===== config.mk =====
export PLATFORM = sky130hd
export DESIGN_NAME = sbr_core
export DESIGN_NICKNAME = d
export VERILOG_FILES = /design/src/core/sbr_pkg.sv /design/src/core/sbr_core.sv
export SDC_FILE = /design/constraint.sdc
export NUM_CORES = 1
export LEC_CHECK = 0
export ABC_AREA = 1
export BUFFER_PORTS_ARGS = -buffer_cell sky130_fd_sc_hd__buf_2
export CAP_MARGIN = 25
export CELL_PAD_IN_SITES_DETAIL_PLACEMENT = 1
export CELL_PAD_IN_SITES_GLOBAL_PLACEMENT = 1
export CORE_MARGIN = 2
export CORE_UTILIZATION = 40
export DETAILED_ROUTE_END_ITERATION = 8
export MAX_ROUTING_LAYER = met4
export PLACE_DENSITY_LB_ADDON = 0.1
export SYNTH_ARGS = -nofsm -noshare
export SYNTH_HDL_FRONTEND = slang
export SYNTH_SLANG_ARGS = --single-unit

===== constraint.sdc =====
create_clock -name clk -period 3.82 [get_ports clk]
set_input_delay 0.382 -clock clk [delete_from_list [all_inputs] [get_ports clk]]
set_output_delay 0.382 -clock clk [all_outputs]
set_load 0.005 [all_outputs]

===== src/core/sbr_pkg.sv =====
// Package for the serial baud generator and register front end
package sbr_pkg;
   // Register word indices (byte address is four times the index); printed offsets are byte addresses
   localparam logic [2:0] IDX_BAUD_HIGH   = 3'h0;
   localparam logic [2:0] IDX_BAUD_LOW    = 3'h1;
   localparam logic [2:0] IDX_CONTROL_ONE = 3'h2;
   localparam logic [2:0] IDX_CONTROL_TWO = 3'h3;
   localparam logic [2:0] IDX_STATUS_ONE  = 3'h4;
   localparam logic [2:0] IDX_STATUS_TWO  = 3'h5;
   localparam logic [2:0] IDX_DATA_HIGH   = 3'h6;
   localparam logic [2:0] IDX_DATA_LOW    = 3'h7;
   // Own registers: interrupt status and mask
   localparam logic [3:0] IDX_IRQ_STATUS  = 4'h8;
   localparam logic [3:0] IDX_IRQ_MASK    = 4'h9;
   // Field positions
   localparam int POS_ALT_MAP      = 7;
   localparam int POS_INFRARED     = 7;
   localparam int POS_TX_ENABLE    = 3;
   localparam int POS_RX_ENABLE    = 2;
   localparam int POS_NINE_BIT     = 4;
   localparam int POS_EV_BAUD_TICK = 0;
   localparam int POS_EV_RX_EDGE   = 1;
   localparam int POS_EV_GEN_START = 2;
   // Reset values
   localparam logic [7:0] RST_BYTE    = 8'h00;
   localparam logic [15:0] RST_DIVISOR = 16'h0000;
   localparam logic [2:0] IRQ_BITS_RST = 3'h0;
   // Baud generator hold thresholds: upper divisor bits all zero
   localparam int HOLD_LSB_STD = 4;
   localparam int HOLD_LSB_IR  = 5;
   // Frame lengths in bits including start and stop
   localparam logic [3:0] FRAME_BITS_8 = 4'hA;
   localparam logic [3:0] FRAME_BITS_9 = 4'hB;
endpackage

===== src/core/sbr_core.sv =====
// Baud generator, pin front end and banked APB register map
`timescale 1ns/1ps
`default_nettype none

// What this block does
// [RULE1] Transmit pin idles high, floats when disabled
// [RULE2] Receive line high is idle; ignored when disabled; status-one bit 1 still shows the inverted line level
// [RULE3] Reserved locations: writes ignored, reads zero
// [RULE4] Standard baud: bus clock over divisor
// [RULE5] Infrared baud: bus clock over twice upper divisor
// [RULE6] Generator stopped until first transmit/receive enable
// [RULE7] Generator held when upper divisor bits zero
// [RULE8] Offsets zero to two banked by alternate map
// [RULE9] Alternate map is status-two bit seven
// [RULE10] Software writes divisor as one word
// [RULE11] Same in all modes; wait and stop supported; the generator halts in stop, and in wait when control-one bit 6 is set
// [RULE12] Format bit selects eight or nine data bits
module sbr_core
   import sbr_pkg::*;
#(
   parameter int ADDR_W = 6
) (
   input  wire logic              clk,           // Bus clock, 25 MHz
   input  wire logic              rst_b,         // Async reset, active low
   input  wire logic              psel,          // APB select
   input  wire logic              penable,       // APB access phase
   input  wire logic              pwrite,        // APB write
   input  wire logic [ADDR_W-1:0] paddr,         // APB byte address
   input  wire logic [31:0]       pwdata,        // APB write data
   input  wire logic [3:0]        pstrb,         // APB byte strobes
   output logic      [31:0]       prdata,        // APB read data
   output logic                   pready,        // APB ready
   output logic                   pslverr,       // APB error, unmapped
   input  wire logic              wait_mode,     // Chip in wait mode
   input  wire logic              stop_mode,     // Chip in stop mode
   input  wire logic              rxd_in,        // Receive pin
   output logic                   txd_out,       // Transmit pin level
   output logic                   txd_oe_b,      // Transmit pin enable, low drives
   output logic                   baud_tick,     // One pulse per baud period
   output logic                   rx_line_idle,  // Receive line seen high
   output logic                   nine_bit_mode, // Nine data bits selected
   output logic      [3:0]        frame_bits,    // Bits per frame
   output logic                   irq            // Level interrupt
);

   initial begin
      if (ADDR_W < 6) $error("ADDR_W must hold offset 0x24");
   end

   typedef struct packed {
      logic [15:0] divisor;
      logic [7:0]  control_one;
      logic [7:0]  alt_ctrl_one;
      logic [7:0]  alt_ctrl_two;
      logic [7:0]  control_two;
      logic [7:0]  status_two;
      logic        gen_started;
      logic [15:0] baud_cnt;
      logic [2:0]  rx_sync;
      logic        rx_level;
      logic        tick;
      logic [2:0]  irq_status;
      logic [2:0]  irq_mask;
      logic [31:0] rdata;
   } sbr_state_t;

   sbr_state_t s_reg;
   sbr_state_t s_next;

   // Word index from byte address; low bits must be zero
   function automatic logic [3:0] word_idx(input logic [ADDR_W-1:0] a);
      return a[5:2];
   endfunction

   logic        acc_wr;
   logic        acc_rd;
   logic        alt_map;
   logic        infrared;
   logic        tx_en;
   logic        rx_en;
   logic        lowpower_off;
   logic        gen_hold;
   logic [15:0] period;
   logic        mapped;
   logic [3:0]  idx;
   logic [7:0]  rbyte;
   logic        rx_edge;

   always_comb begin
      alt_map  = s_reg.status_two[POS_ALT_MAP];
      infrared = s_reg.alt_ctrl_two[POS_INFRARED];
      tx_en    = s_reg.control_two[POS_TX_ENABLE];
      rx_en    = s_reg.control_two[POS_RX_ENABLE];
      // Wait disable bit is control-one bit 6; stop halts the clocks
      lowpower_off = stop_mode | (wait_mode & s_reg.control_one[6]);
      acc_wr = psel & penable & pwrite;
      // Read captured in setup so data stands at the access edge
      acc_rd = psel & ~penable & ~pwrite;
      idx    = word_idx(paddr);
      mapped = (paddr[1:0] == 2'h0) && (idx <= IDX_IRQ_MASK);
      // [RULE7] hold on zero upper bits
      gen_hold = infrared ? (s_reg.divisor[15:HOLD_LSB_IR] == '0)
                          : (s_reg.divisor[15:HOLD_LSB_STD] == '0);
      // [RULE4] [RULE5] period selection
      period = infrared ? {s_reg.divisor[15:1], 1'b0} : s_reg.divisor;
   end

   always_comb begin
      s_next = s_reg;
      s_next.tick = 1'b0;
      // [RULE2] three-stage sampling of the pin
      s_next.rx_sync = {s_reg.rx_sync[1:0], rxd_in};
      if (s_reg.rx_sync[2] == s_reg.rx_sync[1]) begin
         s_next.rx_level = s_reg.rx_sync[1];
      end
      rx_edge = rx_en && (s_reg.rx_sync[2] == s_reg.rx_sync[1])
                && (s_reg.rx_sync[1] != s_reg.rx_level);

      // [RULE6] start latch on first enable
      if (tx_en | rx_en) begin
         s_next.gen_started = 1'b1;
      end

      // [RULE11] low-power stop of the generator
      if (!s_reg.gen_started || gen_hold || lowpower_off) begin
         s_next.baud_cnt = '0;
      end else if (s_reg.baud_cnt >= period - 16'h0001) begin
         s_next.baud_cnt = '0;
         s_next.tick = 1'b1;
      end else begin
         s_next.baud_cnt = s_reg.baud_cnt + 16'h0001;
      end

      // Events set sticky bits; set beats a same-cycle clear
      if (acc_wr && idx == IDX_IRQ_STATUS && pstrb[0]) begin
         s_next.irq_status = s_reg.irq_status & ~pwdata[2:0];
      end
      if (s_next.tick) s_next.irq_status[POS_EV_BAUD_TICK] = 1'b1;
      if (rx_edge) s_next.irq_status[POS_EV_RX_EDGE] = 1'b1;
      if ((tx_en | rx_en) && !s_reg.gen_started) begin
         s_next.irq_status[POS_EV_GEN_START] = 1'b1;
      end

      if (acc_wr) begin
         unique case (idx)
            // [RULE8] banked offsets zero to two
            {1'b0, IDX_BAUD_HIGH}: begin
               if (!alt_map) begin
                  if (pstrb[0]) s_next.divisor[15:8] = pwdata[7:0];
                  // [RULE10] word write loads both halves together
                  if (pstrb[1]) s_next.divisor[7:0] = pwdata[15:8];
               end
            end
            {1'b0, IDX_BAUD_LOW}: begin
               if (pstrb[0]) begin
                  if (alt_map) s_next.alt_ctrl_one = pwdata[7:0] & 8'h83;
                  else s_next.divisor[7:0] = pwdata[7:0];
               end
            end
            {1'b0, IDX_CONTROL_ONE}: begin
               if (pstrb[0]) begin
                  if (alt_map) s_next.alt_ctrl_two = pwdata[7:0] & 8'hE7;
                  else s_next.control_one = pwdata[7:0];
               end
            end
            {1'b0, IDX_CONTROL_TWO}: begin
               if (pstrb[0]) s_next.control_two = pwdata[7:0];
            end
            {1'b0, IDX_STATUS_TWO}: begin
               // [RULE9] alternate map bit and writable fields
               if (pstrb[0]) s_next.status_two = pwdata[7:0] & 8'h9E;
            end
            IDX_IRQ_MASK: begin
               if (pstrb[0]) s_next.irq_mask = pwdata[2:0];
            end
            // [RULE3] other locations ignore writes
            default: ;
         endcase
      end

      rbyte = 8'h00;
      unique case (idx)
         {1'b0, IDX_BAUD_HIGH}:
            rbyte = alt_map ? 8'h00 : s_reg.divisor[15:8];
         {1'b0, IDX_BAUD_LOW}:
            rbyte = alt_map ? s_reg.alt_ctrl_one : s_reg.divisor[7:0];
         {1'b0, IDX_CONTROL_ONE}:
            rbyte = alt_map ? s_reg.alt_ctrl_two : s_reg.control_one;
         {1'b0, IDX_CONTROL_TWO}: rbyte = s_reg.control_two;
         {1'b0, IDX_STATUS_ONE}:  rbyte = {6'h00, ~s_reg.rx_level, 1'b0};
         {1'b0, IDX_STATUS_TWO}:  rbyte = s_reg.status_two;
         IDX_IRQ_STATUS:          rbyte = {5'h00, s_reg.irq_status};
         IDX_IRQ_MASK:            rbyte = {5'h00, s_reg.irq_mask};
         // [RULE3] reserved reads zero
         default:                 rbyte = 8'h00;
      endcase
      if (acc_rd) begin
         s_next.rdata = {24'h000000, rbyte};
      end
   end

   always_ff @(posedge clk or negedge rst_b) begin
      if (!rst_b) begin
         s_reg.divisor      <= RST_DIVISOR;
         s_reg.control_one  <= RST_BYTE;
         s_reg.alt_ctrl_one <= RST_BYTE;
         s_reg.alt_ctrl_two <= RST_BYTE;
         s_reg.control_two  <= RST_BYTE;
         s_reg.status_two   <= RST_BYTE;
         s_reg.gen_started  <= 1'b0;
         s_reg.baud_cnt     <= 16'h0000;
         s_reg.rx_sync      <= 3'h7;
         s_reg.rx_level     <= 1'b1;
         s_reg.tick         <= 1'b0;
         s_reg.irq_status   <= IRQ_BITS_RST;
         s_reg.irq_mask     <= IRQ_BITS_RST;
         s_reg.rdata        <= 32'h00000000;
      end else begin
         s_reg <= s_next;
      end
   end

   // Zero-wait slave; read data is captured in the setup cycle
   assign pready  = 1'b1;
   assign pslverr = psel & penable & ~mapped;
   assign prdata  = s_reg.rdata;

   // [RULE1] idle high, floating while transmitter is off
   assign txd_out  = 1'b1;
   assign txd_oe_b = ~s_reg.control_two[POS_TX_ENABLE];

   // [RULE2] disabled receiver holds rx_line_idle low; status-one bit 1 still shows the line
   assign rx_line_idle = s_reg.control_two[POS_RX_ENABLE] & s_reg.rx_level;
   assign baud_tick    = s_reg.tick;

   // [RULE12] data format select
   assign nine_bit_mode = s_reg.control_one[POS_NINE_BIT];
   assign frame_bits    = nine_bit_mode ? FRAME_BITS_9 : FRAME_BITS_8;

   assign irq = |(s_reg.irq_status & s_reg.irq_mask);

endmodule

`default_nettype wire


==> results.md <==
Place:
- The count of buffers from port buffering is 46.
- The global placement routability congestion is 0.8252.
- The placed wire-length estimate after detailed placement is 10,230 um.
- The number of placed cells counting well taps is 855.
- Once placement finished, the instance area stood at 0.005315 mm2.

Pwr:
- Of the total power, combinational logic draws 20.7%.
- Net switching is 31.79% of the power.
- In this run the power spent charging and discharging nets is 788.7 uW.
- For this design the ratio of total power to cell area is 439.9 mW/mm2.
- The clock share of power is 39.0%.
- Of the total power, registers draw 40.2%.
- Internal power comes to 1.692 mW.
- The largest voltage drop on the vdd net is 184.3 uV.
- The analysis attributes to cell leakage a power of 2.832 nW.
- Overall power consumption after layout is estimated at 2.481 mW.

Route:
- The final layout contains routed wiring with a total length of 13,600 um.
- The violation count after the first detailed-route iteration is 156.
- Before antenna repair, the detailed router went through 4 iterations.
- The average via count per standard cell is 4.804.
- The routed wire length per instance is 15.61 um.
- The count of nets left with antenna violations once routing finished came out at 0.
- The overall via count from detail_route is 4,184.
- In the routed design, unresolved DRC markers number 0.

STA:
- The number of hold violations in the final report is 0.
- The setup skew after layout is 0.007618 ns.
- The worst path in the final design needs a cycle of 2.910 ns, including I/O delays and setup.
- The top achievable clock speed is 343.7 MHz.
- The pin slew with the least headroom to its limit is 0.9884 ns.
- The headroom to the max-slew limit is 34.11%.
- Of the available clock period, the critical path in the final layout requires 76.17%.
- The final number of max-transition violations is 0.
- The total negative slack is 0 ns.
- Setup violations remaining at the end of the flow were counted as 0.
- Setup repair after global routing left no endpoint under its margin.

Die:
- The starting density of the core is 40.92%.
- Measured along the y axis, the die boundary spans 117.6 um.
- The floorplan step defined a die boundary enclosing 0.01383 mm2.
- From left edge to right edge, the die measures 117.6 um.
- The number of top-level pins is 94.
- After floorplanning, the core was divided into 41 placement rows.
- The area of the core is 0.01262 mm2.

Setup path:
- The data arrival time of the critical path is 3.18 ns.
- The startpoint of the most critical setup path is infrared.
- The critical path startpoint category is a register.
- STA classifies the critical path endpoint as a register.
- The critical path required time is 4.09 ns.
- In this run the worst path has a maximum fanout of 16.
- The worst register-to-register path begins at infrared.
- The type of the worst setup path is reg -> reg.

Final layout:
- The top cell types in the final layout, fill and taps aside, are sky130_fd_sc_hd__nand2_1 (212), sky130_fd_sc_hd__dfrtp_1 (78), sky130_fd_sc_hd__inv_1 (57).
- 0 antenna diodes ended up in the layout.
- The layout net count is 762.
- Leaving out fill and tap cells, the most frequent cell in the layout is sky130_fd_sc_hd__nand2_1.
- The post-route cell area is 0.005640 mm2.
- From synthesis to final layout, the design area changed by 9.232%.
- The final instance count without filler cells is 871.
- The share of the core filled with cells is 44.70%.
- The filler cells instantiated in the layout total 1,620.
- The number of flip-flops in the largest register is 67.
- Cells with a size suffix above 1 make up 18.45% of the layout.

Clock tree:
- The clock sink count is 82.
- Buffers inserted to repair hold after CTS numbered 0.
- At the later pin of the worst-skew pair, clock insertion delay measures 0.35 ns.
- The total CTS buffers is 9.
- In this run the number of H-tree levels came out at 3.
- The TritonCTS clock tree is built.
- The clock root buffer is sky130_fd_sc_hd__clkbuf_16.
- The number of buffers inserted to repair setup after CTS is 0.
- After clock tree synthesis, the clock-pin slew on the worst setup and hold paths is 0.07 ns.
- The number of gates resized after CTS was 0.
- The clock tree buffer depth is 2.

Synthesis:
- After technology mapping, the gate count stands at 660.
- The synthesized area per cell is 7.824 um2.
- The warning count from the yosys run is 0.
- In this run, synthesis produced a sequential element count of 82.
- The synthesized netlist contains 35 unique library cells.
- The cell area after synthesis is 0.005164 mm2.
- Summing the sequential cell areas from Yosys gives 39.84% of the chip area.

Global routing:
- The number of global-route vias before repair is 4,310.
- Entering global routing, the biggest net connects 61 pins.
- Global routing used 21.37% of the available tracks across all layers.
- Global routing finished with a remaining overflow of 0.
- The first global-routing pass estimated 22,770 um of wire.
- The initial antenna violation count is 0.

Min path:
- The type of the most critical hold path is in -> async.

Job:
- Max-cap violations in this run came to 0.

Outcome:
- The run finished with clean final reports.
power by group through the flow:
stage          sequential, mW  combinational, mW  clock (mW)
3_5_place_dp             1.01              0.520           0
6_report                0.998              0.515       0.969
3_3_place_gp             1.01              0.486           0
2_1_floorplan           0.987              0.405           0
4_1_cts                 0.998              0.524       0.993
5_1_grt                  1.01              0.594        1.03
critical path, stage by stage, from the launching register on:
cell and delay, ns:
sky130_fd_sc_hd__dfrtp_1 0.36, sky130_fd_sc_hd__inv_1 0.09, sky130_fd_sc_hd__nand2_1 0.16, sky130_fd_sc_hd__ha_1 0.21
sky130_fd_sc_hd__nand2_1 0.11, sky130_fd_sc_hd__nor3_1 0.26, sky130_fd_sc_hd__nand2_1 0.11, sky130_fd_sc_hd__xnor2_1 0.23
sky130_fd_sc_hd__inv_1 0.08, sky130_fd_sc_hd__ha_1 0.29, sky130_fd_sc_hd__nand4_1 0.13, sky130_fd_sc_hd__a21oi_1 0.06
sky130_fd_sc_hd__nor2_1 0.15, sky130_fd_sc_hd__nand3_2 0.36, sky130_fd_sc_hd__nor2_1 0.22
synthesized netlist by cell type, drive strengths merged:
| cell | count | area (um2) |
|---|---|---|
| o31ai | 1 | 7.510 |
| dfstp | 4 | 105.1 |
| inv | 64 | 240.2 |
| conb | 2 | 7.510 |
| a21oi | 13 | 68.82 |
| ha | 18 | 225.2 |
| xnor2 | 5 | 43.79 |
| xor2 | 20 | 175.2 |
| dfrtp | 78 | 1952 |
| and2 | 1 | 6.260 |
| nand3b | 2 | 15.01 |
| nor3 | 6 | 46.30 |
| nor2 | 66 | 287.8 |
| o21ai | 72 | 473.0 |
| buf | 51 | 405.4 |
| nand2 | 216 | 825.8 |
| nand3 | 30 | 195.2 |
| o2111ai | 1 | 15.01 |
| o22ai | 1 | 6.260 |
| nand4 | 9 | 62.56 |
metal layers:
layer	global-route usage [%]	wire [um]
met5	-	0
met4	7.078	250
met3	4.118	655
met2	31.98	5986
met1	29.19	6704
worst paths after layout:
kind	endpoint	slack [ns]	cells past startpoint
setup / recovery	s_reg[47]	0.91	14
hold / removal	s_reg[57]	0.10	1
setup reg to reg	s_reg[47]	0.91	14
hold reg to reg	s_next[42]	0.36	0
max in group asynchronous	s_next[41]	2.86	2
min in group clk	s_next[41]	0.13	1
area by class of cell:
cell class	count	area (um2)	share of cell area (%)
Tap cell	172	215.2	3.815
Clock buffer	9	225.2	3.993
Sequential cell	82	2057	36.47
Multi-Input combinational cell	490	2562	45.43
Clock inverter	7	100.1	1.775
Inverter	64	240.2	4.259
Timing Repair Buffer	47	240.2	4.259
logic make-up after synthesis:
| kind of cell | synth area share, % |
|---|---|
| flops | 39.84 |
| simple gates | 27.87 |
| compound gates | 11.05 |
| xor+xnor | 4.240 |
| fa+ha+maj | 4.362 |
| buf+inv | 12.50 |
| other cells | 0.1454 |
per-stage QoR:
stage / worst slack (ns) / hold slack, ns
2_1_floorplan: 1.559 / 0.08641
3_3_place_gp: 1.026 / 0.3458
3_5_place_dp: 0.9453 / 0.3528
4_1_cts: 0.9153 / 0.1166
5_1_grt: 0.5469 / 0.1216
6_report: 0.9102 / 0.1004
(Power assumes the default switching activity.)
